<file path="src/shared/wdo_pkg.sv">
// Shared constants and types for the option latches and watchdog block
package wdo_pkg;
   // Register addresses on the byte-addressed register port
   localparam logic [15:0] ADDR_LATCH_B = 16'h001E;
   localparam logic [15:0] ADDR_LATCH_A = 16'h001F;
   localparam logic [15:0] ADDR_SERVICE = 16'hFFFF;

   // Field positions in option_latch_a
   localparam int A_WD_RATE = 7;
   localparam int A_LV_IN_STOP = 6;
   localparam int A_LV_RST_DIS = 5;
   localparam int A_LV_PWR_DIS = 4;
   localparam int A_LV_MODE = 3;
   localparam int A_SHORT_REC = 2;
   localparam int A_STOP_EN = 1;
   localparam int A_WD_DIS = 0;

   // Field positions in option_latch_b
   localparam int B_CO_SRC = 7;
   localparam int B_CO_DIV_HI = 6;
   localparam int B_CO_DIV_LO = 5;
   localparam int B_TB_PRESC = 3;
   localparam int B_OSC_STOP = 1;
   localparam int B_BAUD_SRC = 0;

   // Values after reset
   localparam logic [7:0] LATCH_A_RST = 8'h00;
   localparam logic [7:0] LATCH_B_RST = 8'h01;
   // Bits of option_latch_a that only power-on reset touches
   localparam logic [7:0] LATCH_A_POR_ONLY = 8'h08;

   // Watchdog sizes and timeout decode
   localparam int PRESC_W = 12;
   localparam int WDCNT_W = 6;
   localparam logic [11:0] PRESC_FIRE = 12'hFEF;
   localparam logic [5:0] WDCNT_TOP_LONG = 6'h3F;
   localparam logic [5:0] WDCNT_TOP_SHORT = 6'h01;
   localparam logic [11:0] PRESC_SERVICE_KEEP = 12'h00F;

   // Counts in crystal clock ticks
   localparam int CNT_W = 13;
   localparam logic [12:0] POR_DELAY_TICKS = 13'h1000;
   localparam logic [12:0] REC_SHORT_TICKS = 13'h0020;
   localparam logic [12:0] REC_LONG_TICKS = 13'h1000;
   localparam logic [5:0] PIN_LOW_TICKS = 6'h20;

   // Divide factors for the tick dividers
   localparam logic [7:0] DIV_OFF = 8'h00;
   localparam logic [7:0] DIV_1 = 8'h01;
   localparam logic [7:0] DIV_2 = 8'h02;
   localparam logic [7:0] DIV_4 = 8'h04;
   localparam logic [7:0] DIV_TB = 8'h80;

   // Stop sequencing states
   typedef enum logic [1:0] {
      STP_RUN,
      STP_HALT,
      STP_RECOVER
   } wdo_stop_e;
endpackage

</file>
<file path="src/logic/wdo_top.sv">
// Write-once option latches, watchdog and stop sequencing
`timescale 1ns/1ns
// Behaviour
// - Each option latch takes one write per reset
// - Latches at two addresses, readable any time
// - Reset clears latches, baud source defaults set
// - Voltage mode bit cleared only by power-on
// - Clock-out divide select, source, pin gate
// - Timebase gets optional divide-by-128 prescaler
// - Oscillator runs in stop when bit set
// - Serial clock from bus or oscillator
// - Watchdog timeout 8176 or 262128 ticks
// - Monitor power, reset, stop-run controls
// - Stop recovery 32 or 4096 ticks
// - Reset exit from stop uses long recovery
// - Disabled stop instruction raises illegal reset
// - Disable bit holds watchdog off
// - 6-bit counter after 12-bit prescaler, resets
// - Service write clears counter, prescaler 11..4
// - Timeout pulls pin low 32 ticks, flags cause
// - Test voltage in monitor/break disables watchdog
// - Stop clears prescaler; reset clears both
// - Service address reads reset vector low byte
// - Power-on clears prescaler after 4096 ticks
// - No watchdog ticks in stop; counts in wait
module wdo_top (
   // Clock and power-on reset
   input wire logic core_clk,
   input wire logic rstn,
   // Rate enables
   input wire logic crystal_clock_tick,
   input wire logic bus_clock_tick,
   // Register port
   input wire logic [15:0] reg_addr,
   input wire logic [7:0] reg_wdata,
   input wire logic reg_wr,
   input wire logic reg_rd,
   output logic [7:0] reg_rdata,
   // Reset vector low byte shown at the service address
   input wire logic [7:0] reset_vector_lo,
   // System events
   input wire logic internal_rst,
   input wire logic stop_exec,
   input wire logic stop_wake,
   input wire logic monitor_mode,
   input wire logic break_state,
   input wire logic test_voltage_detect_rst,
   input wire logic test_voltage_detect_irq,
   input wire logic port_d_bit0_ddr,
   input wire logic reset_cause_clear,
   // Reset outputs
   output logic watchdog_reset,
   output logic illegal_opcode_reset,
   output logic reset_pin_out,
   output logic reset_pin_oe,
   output logic watchdog_cause,
   // Stop and oscillator status
   output logic stop_active,
   output logic oscillator_enable,
   // Clock controls to other modules
   output logic clock_out_tick,
   output logic clock_out_drive,
   output logic timebase_tick,
   output logic serial_clock_tick,
   // Low-voltage monitor controls
   output logic low_voltage_monitor_on,
   output logic low_voltage_reset_en,
   output logic low_voltage_monitor_in_stop,
   output logic low_voltage_mode_select
);
   // Block state apart from the pin stretcher and tick dividers
   typedef struct packed {
      logic [7:0] latch_a;
      logic [7:0] latch_b;
      logic a_done;
      logic b_done;
      logic mode_done;
      logic [7:0] rdata;
      logic [11:0] presc;
      logic [5:0] wdcnt;
      logic [12:0] por_cnt;
      logic por_done;
      wdo_pkg::wdo_stop_e stop_st;
      logic [12:0] rec_cnt;
      logic rec_long;
      logic cause;
      logic illegal;
      logic timeout;
   } wdo_state_s;

   wdo_state_s st_r;
   wdo_state_s st_nxt;

   logic pin_active; // Reset pin held low
   logic int_rst; // Any internal reset in force
   logic wd_off; // Watchdog held off
   logic wd_tick; // Crystal tick that reaches the watchdog
   logic presc_wrap; // Prescaler rolls over this tick
   logic [5:0] wd_top; // Counter value at which timeout fires
   logic [12:0] rec_target; // Recovery length in ticks
   logic co_src_tick; // Selected clock-out source tick
   logic [7:0] co_div; // Clock-out divide factor
   logic [7:0] tb_div; // Timebase divide factor
   logic co_tick; // Divided clock-out tick

   // Internal resets: external request, own timeout, stretched pin
   assign int_rst = internal_rst | st_r.timeout | pin_active;

   // Watchdog is off by option or by test voltage in special modes
   assign wd_off = st_r.latch_a[wdo_pkg::A_WD_DIS]
      | (monitor_mode & (test_voltage_detect_rst | test_voltage_detect_irq))
      | (break_state & test_voltage_detect_rst);

   // Crystal ticks stop reaching the watchdog in stop; wait keeps them
   assign wd_tick = crystal_clock_tick & (st_r.stop_st != wdo_pkg::STP_HALT);
   assign presc_wrap = wd_tick & (st_r.presc == 12'hFFF);

   // Timeout point chosen by the rate option
   assign wd_top = st_r.latch_a[wdo_pkg::A_WD_RATE] ? wdo_pkg::WDCNT_TOP_SHORT
      : wdo_pkg::WDCNT_TOP_LONG;

   // Recovery length: short only when selected and not exiting by reset
   assign rec_target = st_r.rec_long ? wdo_pkg::REC_LONG_TICKS
      : wdo_pkg::REC_SHORT_TICKS;

   // Next state for latches, registers, watchdog and stop sequence
   always_comb begin
      st_nxt = st_r;
      st_nxt.timeout = 1'b0;
      st_nxt.illegal = 1'b0;
      st_nxt.rdata = 8'h00;

      // Read path, valid only in the cycle after the strobe
      if (reg_rd) begin
         if (reg_addr == wdo_pkg::ADDR_LATCH_A) begin
            st_nxt.rdata = st_r.latch_a;
         end else if (reg_addr == wdo_pkg::ADDR_LATCH_B) begin
            st_nxt.rdata = st_r.latch_b;
         end else if (reg_addr == wdo_pkg::ADDR_SERVICE) begin
            st_nxt.rdata = reset_vector_lo;
         end else begin
            st_nxt.rdata = 8'h00;
         end
      end

      // Option latch writes, each accepted once per reset
      if (int_rst) begin
         // Internal reset rearms latches, keeps the voltage mode bit
         st_nxt.latch_a = (st_r.latch_a & wdo_pkg::LATCH_A_POR_ONLY)
            | (wdo_pkg::LATCH_A_RST & ~wdo_pkg::LATCH_A_POR_ONLY);
         st_nxt.latch_b = wdo_pkg::LATCH_B_RST;
         st_nxt.a_done = 1'b0;
         st_nxt.b_done = 1'b0;
      end else if (reg_wr) begin
         if (reg_addr == wdo_pkg::ADDR_LATCH_A) begin
            if (!st_r.a_done) begin
               st_nxt.latch_a = (reg_wdata & ~wdo_pkg::LATCH_A_POR_ONLY)
                  | (st_r.latch_a & wdo_pkg::LATCH_A_POR_ONLY);
               st_nxt.a_done = 1'b1;
               // Voltage mode bit is writable once per power-on only
               if (!st_r.mode_done) begin
                  st_nxt.latch_a[wdo_pkg::A_LV_MODE] = reg_wdata[wdo_pkg::A_LV_MODE];
                  st_nxt.mode_done = 1'b1;
               end
            end
            // Otherwise the write is dropped
         end else if (reg_addr == wdo_pkg::ADDR_LATCH_B) begin
            if (!st_r.b_done) begin
               st_nxt.latch_b = reg_wdata;
               st_nxt.b_done = 1'b1;
            end
            // Otherwise the write is dropped
         end
      end

      // Prescaler counts crystal ticks that reach the watchdog
      if (wd_tick) begin
         st_nxt.presc = st_r.presc + 12'h001;
      end

      // Watchdog counter advances on prescaler rollover
      if (wd_off) begin
         st_nxt.wdcnt = 6'h00;
      end else if (presc_wrap) begin
         st_nxt.wdcnt = st_r.wdcnt + 6'h01;
      end

      // Timeout fires at the decoded prescaler and counter values
      if (!wd_off && !int_rst && wd_tick && st_r.presc == wdo_pkg::PRESC_FIRE
         && st_r.wdcnt == wd_top) begin
         st_nxt.timeout = 1'b1;
      end

      // Service write restarts the timeout
      if (reg_wr && reg_addr == wdo_pkg::ADDR_SERVICE) begin
         st_nxt.wdcnt = 6'h00;
         st_nxt.presc = st_r.presc & wdo_pkg::PRESC_SERVICE_KEEP;
      end

      // Power-on delay clears the prescaler once
      if (!st_r.por_done && crystal_clock_tick) begin
         if (st_r.por_cnt == wdo_pkg::POR_DELAY_TICKS - 13'h0001) begin
            st_nxt.por_done = 1'b1;
            st_nxt.presc = 12'h000;
         end else begin
            st_nxt.por_cnt = st_r.por_cnt + 13'h0001;
         end
      end

      // Stop sequencing
      case (st_r.stop_st)
         wdo_pkg::STP_RUN: begin
            if (stop_exec && !int_rst) begin
               if (st_r.latch_a[wdo_pkg::A_STOP_EN]) begin
                  st_nxt.stop_st = wdo_pkg::STP_HALT;
                  st_nxt.presc = 12'h000;
               end else begin
                  st_nxt.illegal = 1'b1;
               end
            end
         end
         wdo_pkg::STP_HALT: begin
            // A reset ends stop with the long recovery
            if (int_rst) begin
               st_nxt.stop_st = wdo_pkg::STP_RECOVER;
               st_nxt.rec_long = 1'b1;
               st_nxt.rec_cnt = 13'h0000;
            end else if (stop_wake) begin
               st_nxt.stop_st = wdo_pkg::STP_RECOVER;
               st_nxt.rec_long = ~st_r.latch_a[wdo_pkg::A_SHORT_REC];
               st_nxt.rec_cnt = 13'h0000;
            end
         end
         wdo_pkg::STP_RECOVER: begin
            // Reset during recovery forces the long delay
            if (int_rst) begin
               st_nxt.rec_long = 1'b1;
            end
            if (crystal_clock_tick) begin
               if (st_r.rec_cnt >= rec_target - 13'h0001) begin
                  st_nxt.stop_st = wdo_pkg::STP_RUN;
                  st_nxt.rec_cnt = 13'h0000;
               end else begin
                  st_nxt.rec_cnt = st_r.rec_cnt + 13'h0001;
               end
            end
         end
         default: begin
            st_nxt.stop_st = wdo_pkg::STP_RUN;
         end
      endcase

      // Any internal reset clears the prescaler and counter
      if (int_rst) begin
         st_nxt.presc = 12'h000;
         st_nxt.wdcnt = 6'h00;
      end

      // Cause flag: a new timeout wins over a clear
      if (st_r.timeout) begin
         st_nxt.cause = 1'b1;
      end else if (reset_cause_clear) begin
         st_nxt.cause = 1'b0;
      end
   end

   // State register; rstn is the power-on reset
   always_ff @(posedge core_clk or negedge rstn) begin
      if (!rstn) begin
         st_r.latch_a <= wdo_pkg::LATCH_A_RST;
         st_r.latch_b <= wdo_pkg::LATCH_B_RST;
         st_r.a_done <= 1'b0;
         st_r.b_done <= 1'b0;
         st_r.mode_done <= 1'b0;
         st_r.rdata <= 8'h00;
         st_r.presc <= 12'h000;
         st_r.wdcnt <= 6'h00;
         st_r.por_cnt <= 13'h0000;
         st_r.por_done <= 1'b0;
         st_r.stop_st <= wdo_pkg::STP_RUN;
         st_r.rec_cnt <= 13'h0000;
         st_r.rec_long <= 1'b1;
         st_r.cause <= 1'b0;
         st_r.illegal <= 1'b0;
         st_r.timeout <= 1'b0;
      end else begin
         st_r <= st_nxt;
      end
   end

   // Reset pin stretcher started by a timeout
   wdo_pin_stretch u_stretch (
      .core_clk(core_clk),
      .rstn(rstn),
      .start(st_r.timeout),
      .tick(crystal_clock_tick),
      .active(pin_active)
   );

   // Clock-out source and divide select
   assign co_src_tick = st_r.latch_b[wdo_pkg::B_CO_SRC] ? crystal_clock_tick
      : bus_clock_tick;
   always_comb begin
      case ({st_r.latch_b[wdo_pkg::B_CO_DIV_HI], st_r.latch_b[wdo_pkg::B_CO_DIV_LO]})
         2'b01: co_div = wdo_pkg::DIV_1;
         2'b10: co_div = wdo_pkg::DIV_2;
         2'b11: co_div = wdo_pkg::DIV_4;
         default: co_div = wdo_pkg::DIV_OFF;
      endcase
   end

   // Clock-out divider
   wdo_tick_div u_co_div (
      .core_clk(core_clk),
      .rstn(rstn),
      .clr(int_rst),
      .div(co_div),
      .tick_in(co_src_tick),
      .tick_out(co_tick)
   );

   // Timebase prescaler: divide by 128 or pass through
   assign tb_div = st_r.latch_b[wdo_pkg::B_TB_PRESC] ? wdo_pkg::DIV_TB
      : wdo_pkg::DIV_1;

   wdo_tick_div u_tb_div (
      .core_clk(core_clk),
      .rstn(rstn),
      .clr(int_rst),
      .div(tb_div),
      .tick_in(crystal_clock_tick),
      .tick_out(timebase_tick)
   );

   // Clock-out pin driven only when enabled and its direction bit is set
   assign clock_out_drive = (co_div != wdo_pkg::DIV_OFF) & port_d_bit0_ddr;
   assign clock_out_tick = co_tick & clock_out_drive;

   // Serial interface clock source
   assign serial_clock_tick = st_r.latch_b[wdo_pkg::B_BAUD_SRC] ? bus_clock_tick
      : crystal_clock_tick;

   // Oscillator keeps running in stop only when the option is set
   assign stop_active = (st_r.stop_st != wdo_pkg::STP_RUN);
   assign oscillator_enable = (st_r.stop_st != wdo_pkg::STP_HALT)
      | st_r.latch_b[wdo_pkg::B_OSC_STOP];

   // Low-voltage monitor controls
   assign low_voltage_monitor_on = ~st_r.latch_a[wdo_pkg::A_LV_PWR_DIS];
   assign low_voltage_reset_en = ~st_r.latch_a[wdo_pkg::A_LV_RST_DIS];
   assign low_voltage_monitor_in_stop = st_r.latch_a[wdo_pkg::A_LV_IN_STOP]
      & ~st_r.latch_a[wdo_pkg::A_LV_PWR_DIS];
   assign low_voltage_mode_select = st_r.latch_a[wdo_pkg::A_LV_MODE];

   // Reset outputs; the pin is open drain, driven low while active
   assign watchdog_reset = st_r.timeout;
   assign illegal_opcode_reset = st_r.illegal;
   assign reset_pin_out = 1'b0;
   assign reset_pin_oe = pin_active;
   assign watchdog_cause = st_r.cause;
   assign reg_rdata = st_r.rdata;
endmodule

</file>
<file path="src/logic/wdo_tick_div.sv">
// Divides a stream of enable ticks by a run-time factor
`timescale 1ns/1ns
module wdo_tick_div (
   // Clock and reset
   input wire logic core_clk,
   input wire logic rstn,
   // Control
   input wire logic clr,
   input wire logic [7:0] div,
   input wire logic tick_in,
   // Divided tick, one cycle per period
   output logic tick_out
);
   typedef struct packed {
      logic [7:0] cnt;
      logic out;
   } wdo_div_s;

   wdo_div_s st_r;
   wdo_div_s st_nxt;

   // Count input ticks and pulse on the last one of each period
   always_comb begin
      st_nxt = st_r;
      st_nxt.out = 1'b0;
      if (clr || div == wdo_pkg::DIV_OFF) begin
         st_nxt.cnt = 8'h00;
      end else if (tick_in) begin
         if (st_r.cnt >= div - 8'h01) begin
            st_nxt.cnt = 8'h00;
            st_nxt.out = 1'b1;
         end else begin
            st_nxt.cnt = st_r.cnt + 8'h01;
         end
      end
   end

   // State register
   always_ff @(posedge core_clk or negedge rstn) begin
      if (!rstn) begin
         st_r <= '0;
      end else begin
         st_r <= st_nxt;
      end
   end

   assign tick_out = st_r.out;
endmodule

</file>
<file path="src/logic/wdo_pin_stretch.sv">
// Holds the reset pin low for a fixed number of crystal ticks
`timescale 1ns/1ns
module wdo_pin_stretch (
   // Clock and reset
   input wire logic core_clk,
   input wire logic rstn,
   // Start pulse and crystal tick
   input wire logic start,
   input wire logic tick,
   // High while the pin is pulled low
   output logic active
);
   typedef struct packed {
      logic [5:0] cnt;
      logic act;
   } wdo_str_s;

   wdo_str_s st_r;
   wdo_str_s st_nxt;

   // Arm on start, release after the full tick count
   always_comb begin
      st_nxt = st_r;
      if (start) begin
         st_nxt.act = 1'b1;
         st_nxt.cnt = 6'h00;
      end else if (st_r.act && tick) begin
         if (st_r.cnt == wdo_pkg::PIN_LOW_TICKS - 6'h01) begin
            st_nxt.act = 1'b0;
            st_nxt.cnt = 6'h00;
         end else begin
            st_nxt.cnt = st_r.cnt + 6'h01;
         end
      end
   end

   // State register
   always_ff @(posedge core_clk or negedge rstn) begin
      if (!rstn) begin
         st_r <= '0;
      end else begin
         st_r <= st_nxt;
      end
   end

   assign active = st_r.act;
endmodule

</file>
<file path="config.mk">
export PLATFORM = sky130hd
export DESIGN_NAME = wdo_top
export DESIGN_NICKNAME = d
export VERILOG_FILES = /design/src/shared/wdo_pkg.sv /design/src/logic/wdo_top.sv /design/src/logic/wdo_tick_div.sv /design/src/logic/wdo_pin_stretch.sv
export SDC_FILE = /design/constraint.sdc
export NUM_CORES = 1
export LEC_CHECK = 0
export ABC_CLOCK_PERIOD_IN_PS = 6500
export BUFFER_PORTS_ARGS = -buffer_cell sky130_fd_sc_hd__buf_2
export CAP_MARGIN = 20
export CORE_UTILIZATION = 60
export DETAILED_ROUTE_END_ITERATION = 7
export PLACE_DENSITY = 0.79
export SYNTH_ARGS = -nofsm -noshare
export SYNTH_HDL_FRONTEND = slang
export SYNTH_SLANG_ARGS = --single-unit
</file>
<file path="constraint.sdc">
create_clock -name core_clk -period 6.5 [get_ports core_clk]
set_input_delay 0.975 -clock core_clk [delete_from_list [all_inputs] [get_ports core_clk]]
set_output_delay 0.975 -clock core_clk [all_outputs]
set_load 0.05 [all_outputs]
</file>
### Word level (Yosys, flattened, before mapping)

Cells that the tools add are included.

* register bits after elaboration: 103
* bits of input ports: 47
* logic and storage cells: 181
* output and inout bits: 23

* multiplexer cells: 63
* equal/unequal tests: 23
* order comparisons: 3
* $add $sub $neg: 10
* reductions and logical operators: 39
* bitwise logic cells: 20

Operators by type and width (number)
* 8-bit two-way mux: 14
* 12-bit two-way mux: 6
* 18-bit two-way mux: 3
* 16-bit by 5-bit == test with 1-bit output, second input constant: 2
* 16-bit two-way mux: 2
* 14-bit case mux with 2 select lines: 1
* 13-bit by 1-bit adder with 13-bit output, second input constant: 2
* 13-bit two-way mux: 2
* 12-bit == test, second input constant: 2
* 6-bit two-way mux: 4
* 1-bit two-way mux: 20
* 2-bit nonzero test: 10
* 19-bit two-way mux: 1
* 9-bit two-way mux: 2
* 8-bit by 1-bit adder with 8-bit output, second input constant: 2
* 16-bit == test, second input constant: 1
* 8-bit greater-or-equal comparator: 2
* 8-bit zero test: 2
* 15-bit two-way mux: 1
* 7-bit two-way mux: 2
* 13-bit by 12-bit == test with 1-bit output, second input constant: 1
* 13-bit greater-or-equal comparator: 1
* 13-bit by 1-bit subtractor with 13-bit output, second input constant: 1
* 12-bit by 1-bit adder with 12-bit output, second input constant: 1
* other kinds (27): 73

### Longest topological paths before layout

Gate-level depths: netlist of run 1.

* depth in word-level cells: 12
* gate-level depth with buffers: 10
* gate-level depth less buffers: 10

### Cells and area by module

From an unflattened synthesis of run 1, not the netlist that was laid out.

* cell total of the unflattened synthesis: 626
* area, all modules: 6079.6 µm²

By module, submodules not included
* wdo_top: sequential area each 1954.4 µm², area each 4179.0 µm², cells an instance 423, instances 1
* wdo_tick_div: sequential area each 225.2 µm², area each 779.5 µm², cells an instance 84, instances 2
* wdo_pin_stretch: sequential area each 175.2 µm², area each 341.6 µm², cells an instance 35, instances 1

### Worst setup path after synthesis of run 1

OpenSTA, ideal clock, no wires.

* path kind: input -> output
* start: in port_d_bit0_ddr
* end: out clock_out_tick
* path buffers: 0
* stages on the path: 2
* data arrival time: 2247 ps
* slack: 3278 ps
* path through: nor2b_1 > and2_1

* word-level cells in the longest chain between the ends: 2

Ends and longest elaborated chain
* from (decl): RTL line wdo_top.sv:49 `input wire logic port_d_bit0_ddr,`
* 1-bit bitwise AND: RTL line wdo_top.sv:336 `assign clock_out_drive = (co_div != wdo_pkg::DIV_OFF) & port_d_bit0_ddr;`
* 1-bit bitwise AND: RTL line wdo_top.sv:337 `assign clock_out_tick = co_tick & clock_out_drive;`
* to (decl): RTL line wdo_top.sv:61 `output logic clock_out_tick,`

No other way between the ends.

### Worst setup path in the final report of run 1

* start: in crystal_clock_tick
* end: out serial_clock_tick

* word-level cells in the longest chain between the ends: 1

Ends and longest elaborated chain
* from (decl): RTL line wdo_top.sv:31 `input wire logic crystal_clock_tick,`
* 1-bit two-way mux: RTL line wdo_top.sv:340 `assign serial_clock_tick = st_r.latch_b[wdo_pkg::B_BAUD_SRC] ? bus_clock_tick`
* to (decl): RTL line wdo_top.sv:64 `output logic serial_clock_tick,`

No other way between the ends.

==> flow_metrics.env, run 1 <==
export IMPL_outcome="finished clean"
export IMPL_synth_top_area_cell="dfrtp_1"
export IMPL_yosysWarningCount=0
export IMPL_diodes=0
export IMPL_maxSlewHeadroom_pct=27.8
export IMPL_synthXorXnorAreaFrac_pct=4.29
export IMPL_dieArea_um2=9930
export IMPL_yosys_area_top_type_share_pct=44.2
export IMPL_die_w_um=99.6
export IMPL_netSwitchingPower_w=0.000334
export IMPL_synthTopCellsByArea="dfrtp_1 (44%), ha_1 (6.8%), nor2_1 (4.8%)"
export IMPL_layout_drive_gt1_share_pct=17.2
export IMPL_htreeDepth=3
export IMPL_antenna_found_initial=0
export IMPL_cpMostUsedCell="buf_2"
export IMPL_grt_pass1_wl_um=19800
export IMPL_p_per_area_nw_per_um2=202
export IMPL_worst_slew_pin_slew_ns=1.07
export IMPL_synth_compound_area_share_pct=13.4
export IMPL_numCtsBuffers=9
export IMPL_swShare_pct=26.3
export IMPL_finalCritPeriodShare_pct=42.0
export IMPL_synth_top_family_by_area="simple AND/OR/NAND/NOR gates"
export IMPL_clk_latency_ns=0.38
export IMPL_async_flop_share_pct=100
export IMPL_setup_worst_path_start_class="input port"
export IMPL_synthesis_instances=582
export IMPL_combPwrFrac_pct=10.0
export IMPL_drtPass1Iterations=6
export IMPL_io_pins=70
export IMPL_cts_post_setup_buffers_inserted=0
export IMPL_fin_nets=717
export IMPL_via_count=4521
export IMPL_groute_usage_overall_pct=25.4
export IMPL_synth_simple_gate_area_share_pct=22.2
export IMPL_initial_utilization_pct=61.9
export IMPL_max_cap_viol_count=0
export IMPL_ys_seq_elements=103
export IMPL_first_global_vias=4229
export IMPL_internal_power_w=0.000937
export IMPL_grt_max_degree=72
export IMPL_fmax_mhz=366
export IMPL_period_needed_ns=2.73
export IMPL_synth_adder_area_share_pct=6.78
export IMPL_power_frac_clock_pct=33.2
export IMPL_pre_cts_ws_ns=3.53
export IMPL_finalInstanceArea_um2=6300
export IMPL_rsz0062_at_grt="no"
export IMPL_cp_max_fo=17
export IMPL_place_hpwl_um=8420
export IMPL_drtIter0Drc=259
export IMPL_globalplace_congestion=0.848
export IMPL_postCtsHoldBufs=0
export IMPL_clock_root_buffer="clkbuf_8"
export IMPL_finalHoldViolCount=0
export IMPL_cp_slowest_cell="buf_2"
export IMPL_area_growth_pct=10.2
export IMPL_routed_wl_um=11600
export IMPL_skew_ns=0.0114
export IMPL_setup_viol=0
export IMPL_synth_area_mux_share_pct=4.31
export IMPL_slew_viol_final=0
export IMPL_core_um2=9240
export IMPL_cellLeakagePower_nw=3.02
export IMPL_crit_chain="buf_2 > mux2_2 > buf_2"
export IMPL_grt_overflow=0
export IMPL_synthesis_area_um2=5720
export IMPL_critPathMaxStageDelay_ns=0.29
export IMPL_ys_seq_area_share_pct=45.1
export IMPL_io_buffer_count=68
export IMPL_cts_resized=0
export IMPL_antenna_left=0
export IMPL_syn_area_per_cell_um2=9.83
export IMPL_std_cell_rows=35
export IMPL_end_kind="primary output"
export IMPL_die_y_um=99.6
export IMPL_yosysUniqueCellTypes=67
export IMPL_n_fill_cell=735
export IMPL_cp_data_required_time_ns=5.52
export IMPL_arrival_ns=1.76
export IMPL_syn_nets=660
export IMPL_min_path_type="reg -> reg"
export IMPL_drc=0
export IMPL_wire_per_inst_um=15.0
export IMPL_synth_flop_cell="dfrtp_1"
export IMPL_vdd_ir_drop_max_mv=0.186
export IMPL_cts_sinks=103
export IMPL_cts_buffer_depth=2
export IMPL_cts_tree="done"
export IMPL_synth_edf_count=0
export IMPL_totalNegativeSetupSlack_ns=0
export IMPL_critical_path_class="in -> out"
export IMPL_clk_pin_slew_worst_paths_ns=0.09
export IMPL_routed_via_density=5.85
export IMPL_setup_slack_ns=3.77
export IMPL_p_seq_share_pct=56.8
export IMPL_placed_area_um2=6090
[state kept, by name, indices dropped and copies added, names as in the netlist, named ones only]
signal and cells:
u_stretch.st_r 6, watchdog_cause 1, st_r 66, u_tb_div.tick_out 1, watchdog_reset 1, u_co_div.tick_out 1
reg_rdata 8, u_stretch.active 1, u_co_div.st_r 8, u_tb_div.st_r 8, illegal_opcode_reset 1
[layout make-up]
| class | instances | area (um2) | area share (%) |
|---|---|---|---|
| clock buffer | 12 | 155 | 2.46 |
| multi-input combinational | 433 | 2920 | 46.3 |
| timing repair buffer | 69 | 350 | 5.56 |
| clock inverter | 4 | 53.8 | 0.854 |
| sequential | 103 | 2580 | 40.9 |
| inverter | 23 | 86.3 | 1.37 |
| tap | 129 | 161 | 2.56 |
[worst max-delay path, delay by kind of cell]
family                 cells  cell delay [ns]
multiplexers               1             0.23
buffers and inverters      2             0.54
[worst paths after layout]
kind	start	end	slack [ns]	cells past startpoint
max reg2reg	st_r[3]	st_r[15]	3.93	7
min	st_r[19]	st_r[19]	0.46	1
max in group asynchronous	rstn	u_tb_div.st_r[5]	4.73	2
max	crystal_clock_tick	serial_clock_tick	3.77	3
min reg2reg	st_r[19]	st_r[19]	0.46	1
min in group asynchronous	rstn	st_r[10]	0.51	1
[kinds of logic after synthesis]
| group | Yosys count |
|---|---|
| buf+inv | 46 |
| xor+xnor | 28 |
| compound gates | 102 |
| other cells | 1 |
| mux | 24 |
| simple gates | 247 |
| flops | 103 |
| fa+ha+maj | 31 |
[layer usage]
layer / up-vias / global-route usage (%) / wire (um)
li1: 2197 / - / -
met1: 2186 / 34.0 / 5410
met2: 117 / 40.3 / 5420
met3: 21 / 6.25 / 564
met4: 0 / 9.39 / 231
met5: - / 0 / 0
[cell usage after synthesis, types with 4 or more instances]
master and number:
o21ai_1 5, nand4_1 14, o21ai_0 16, nand2b_1 9
a211o_1 4, nand2_1 50, buf_4 12, buf_2 4
and4_1 6, a21o_1 9, a222oi_1 8, a21oi_1 23
inv_1 23, clkbuf_1 5, a31o_2 5, and3_1 11
ha_1 31, or3_1 5, xor2_1 14, nor2_1 73
mux2i_1 19, dfrtp_1 101, nand3_1 27, a22o_1 6
xnor2_1 14, mux2_2 4, nor3_1 16, nand3b_1 5
nor2b_1 5, a211oi_1 4, and2_1 5
[cell usage in the layout (no fill, tap or decap), types with 11 or more instances in the layout]
cell / count
buf_2: 67
nand2_1: 50
and3_1: 11
o21ai_0: 16
nor3_1: 16
xor2_1: 14
nor2_1: 73
a21oi_1: 23
mux2i_1: 19
clkbuf_8: 11
ha_1: 31
nand4_1: 14
nand3_1: 27
inv_1: 23
xnor2_1: 14
dfrtp_1: 101
[through the flow]
stage / total power [W] / utilization, % / instances / hold slack [ns]
floorplan: 0.000807 / - / 582 / 0.419
global placement: 0.000854 / 66.0 / 757 / 0.429
detailed placement: 0.000863 / 66.0 / 757 / 0.452
CTS: 0.00128 / 68.2 / 773 / 0.474
global route: 0.00134 / 68.2 / 773 / 0.492
finish: 0.00127 / 68.2 / 773 / 0.463
[power groups by stage]
stage	registers, W	clock network [W]	logic, W
final	0.000722	0.000421	0.000127
after global routing	0.000729	0.000461	0.000145
after CTS	0.000722	0.000431	0.000130
after detailed placement	0.000734	0	0.000129
after global placement	0.000731	0	0.000124
after floorplan	0.000726	0	0.0000814
No activity file was read; power rests on OpenSTA's default activity.
==> inputs of run 2 (changes only) <==
--- a/config.mk
+++ b/config.mk
@@ -5,12 +5,12 @@
 export SDC_FILE = /design/constraint.sdc
 export NUM_CORES = 1
 export LEC_CHECK = 0
-export ABC_CLOCK_PERIOD_IN_PS = 6500
+export ABC_CLOCK_PERIOD_IN_PS = 2300
 export BUFFER_PORTS_ARGS = -buffer_cell sky130_fd_sc_hd__buf_2
 export CAP_MARGIN = 20
-export CORE_UTILIZATION = 60
+export CORE_UTILIZATION = 53
 export DETAILED_ROUTE_END_ITERATION = 7
-export PLACE_DENSITY = 0.79
+export PLACE_DENSITY = 0.74
 export SYNTH_ARGS = -nofsm -noshare
 export SYNTH_HDL_FRONTEND = slang
 export SYNTH_SLANG_ARGS = --single-unit
==> constraint.sdc (replaced) <==
create_clock -name core_clk -period 2.3 [get_ports core_clk]
set_input_delay 0.345 -clock core_clk [delete_from_list [all_inputs] [get_ports core_clk]]
set_output_delay 0.345 -clock core_clk [all_outputs]
set_load 0.05 [all_outputs]
==> flow_metrics.env, run 2 (synthesized netlist as in run 1, its figures left out) <==
export IMPL_outcome="finished with violations"
export IMPL_violations="setup timing"
export IMPL_period_needed_ns=2.33
export IMPL_crit_family="flip-flops"
export IMPL_grt_busiest_layer="met2"
export IMPL_cts_tree="done"
export IMPL_grt_pass1_wl_um=20900
export IMPL_core_um2=10400
export IMPL_slew_viol_final=0
export IMPL_globalplace_congestion=0.837
export IMPL_std_cell_rows=37
export IMPL_largest_reg_flops=66
export IMPL_maxSlewHeadroom_pct=63.6
export IMPL_arrival_ns=2.64
export IMPL_multiInputGateArea_um2=3120
export IMPL_cts_sinks=103
export IMPL_via_count=4709
export IMPL_end_kind="flip-flop"
export IMPL_finalHoldViolCount=0
export IMPL_largest_register="st_r"
export IMPL_hold_end="reg_rdata[6]"
export IMPL_min_path_type="in -> reg"
export IMPL_worst_slew_pin_slew_ns=0.546
export IMPL_holdPathStages=3
export IMPL_skew_ns=0.0137
export IMPL_reg2regPathDepth=10
export IMPL_fin_nets=746
export IMPL_die_y_um=106
export IMPL_first_global_vias=4495
export IMPL_cts_buffer_depth=2
export IMPL_critPathBufInv=3
export IMPL_area_growth_pct=17.6
export IMPL_setup_worst_path_start_class="flip-flop"
export IMPL_routed_via_density=5.82
export IMPL_routed_wl_um=13200
export IMPL_clock_root_buffer="clkbuf_8"
export IMPL_grt_util_met1_pct=29.9
export IMPL_crit_chain="clkinvlp_4 > buf_6 > ha_4 > a211oi_2 > nor2_1 > o41ai_4 > buf_4 > nand2_8 > nor2_4 > mux2_4"
export IMPL_diodes=0
export IMPL_dieArea_um2=11200
export IMPL_initial_utilization_pct=54.9
export IMPL_p_per_area_nw_per_um2=527
export IMPL_final_util_pct=64.6
export IMPL_antenna_found_initial=1
export IMPL_grt_overflow=0
export IMPL_io_buffer_count=68
export IMPL_fmax_mhz=430
export IMPL_numCtsBuffers=9
export IMPL_wire_per_inst_um=16.3
export IMPL_layout_drive_gt1_share_pct=24.1
export IMPL_clk_latency_ns=0.38
export IMPL_cp_max_fo=7
export IMPL_grt_use_met2_pct=39.4
export IMPL_htreeDepth=3
export IMPL_critical_path_class="reg -> reg"
export IMPL_setup_slack_ns=-0.0271
export IMPL_placed_area_um2=6250
export IMPL_antenna_left=0
export IMPL_rr_endpoint="st_r[4]"
export IMPL_grt_max_degree=58
export IMPL_layout_common_cells="dfrtp_1 (101), nor2_1 (73), buf_2 (67), nand2_1 (50), nand3_1 (27)"
export IMPL_rsz0062_at_grt="yes"
export IMPL_vdd_ir_drop_max_mv=0.347
export IMPL_met3_usage_pct=3.71
export IMPL_setup_viol=7
export IMPL_critPathMaxStageDelay_ns=0.56
export IMPL_clk_pin_slew_worst_paths_ns=0.09
export IMPL_min_delay_start="reset_vector_lo[6]"
export IMPL_cellLeakagePower_nw=3.14
export IMPL_io_pins=70
export IMPL_finalInstanceArea_um2=6730
export IMPL_mostFrequentLayoutCell="dfrtp_1"
export IMPL_area_sequential_um2=2580
export IMPL_r2r_setup_slack_ns=-0.03
export IMPL_place_hpwl_um=9100
export IMPL_drtIter0Drc=275
export IMPL_drtPass1Iterations=6
export IMPL_worstReg2RegStart="st_r[3]"
export IMPL_n_fill_cell=842
export IMPL_cp_data_required_time_ns=2.62
export IMPL_groute_usage_overall_pct=23.4
export IMPL_cp_slowest_cell="dfstp_2"
export IMPL_drc=0
export IMPL_finalCritPeriodShare_pct=101
export IMPL_die_w_um=106
export IMPL_max_cap_viol_count=0
-- run 2: changes by cell type in the layout (fill, tap and decap cells not counted), sizes merged --
cell and delta:
clkinvlp +1, dlygate4sd3 +1, nand2 +1, inv -1, buf +27, clkinv -1
clkbuf +1
-- run 2: metal layers --
layer	part of all wire (%)	vias to the layer above
met2	50	116
met5	0.091	-
met1	44	2318
li1	-	2246
met4	2.2	2
met3	3.9	27
-- run 2: worst register-to-register path: stages (launching register included) --
cell	delay (ns)
dfstp_2	0.56
clkinvlp_4	0.11
buf_6	0.14
ha_4	0.22
a211oi_2	0.23
nor2_1	0.11
o41ai_4	0.24
buf_4	0.21
nand2_8	0.08
nor2_4	0.20
mux2_4	0.18
-- run 2: cell type report --
class                      instances  share of cell area, %
inverter                          23                   1.34
clock inverter                     3                  0.670
timing repair buffer              97                   8.72
sequential                       103                   38.4
clock buffer                      13                   2.06
multi-input combinational        434                   46.3
tap                              136                   2.53
-- run 2: through the flow --
stage	std cells	TNS, ns	power [W]	hold slack [ns]	setup slack (ns)
3_5_place_dp	782	-0.181	0.00245	0.284	-0.0508
6_report	809	-0.0947	0.00355	0.205	-0.0271
2_1_floorplan	582	0	0.00228	0.0494	0.0528
5_1_grt	809	-1.38	0.00371	0.199	-0.167
4_1_cts	802	-0.314	0.00356	0.199	-0.0467
3_3_place_gp	782	0	0.00243	0.277	0.0882
-- run 2: timing repair --
item,in CTS,in global routing
pin swaps,2,18
hold buffers,1,0
endpoints found under the setup margin,13,28
buffers inserted,2,6
gates resized for setup,3,38
hold endpoints to repair,24,0
cloned,1,0
-- run 2: worst max path at each step --
stage                     startpoint          endpoint  slack, ns  depth (start not counted)
after floorplan              st_r[3]          st_r[15]       0.05                          7
after global placement       st_r[3]          st_r[13]       0.09                          9
after detailed placement     st_r[3]          st_r[13]      -0.05                          9
after CTS                    st_r[3]          st_r[15]      -0.05                          8
after global routing        st_r[67]  u_co_div.st_r[4]      -0.17                         10
final                        st_r[3]           st_r[4]      -0.03                         10
-- run 2: power breakdown --
part / internal (W) / switching (W) / leakage, nW
Clock: 0.000506 / 0.000611 / 0.0839
Sequential: 0.00192 / 0.000130 / 1.38
Combinational: 0.000178 / 0.000204 / 1.68
Total: 0.00260 / 0.000944 / 3.14
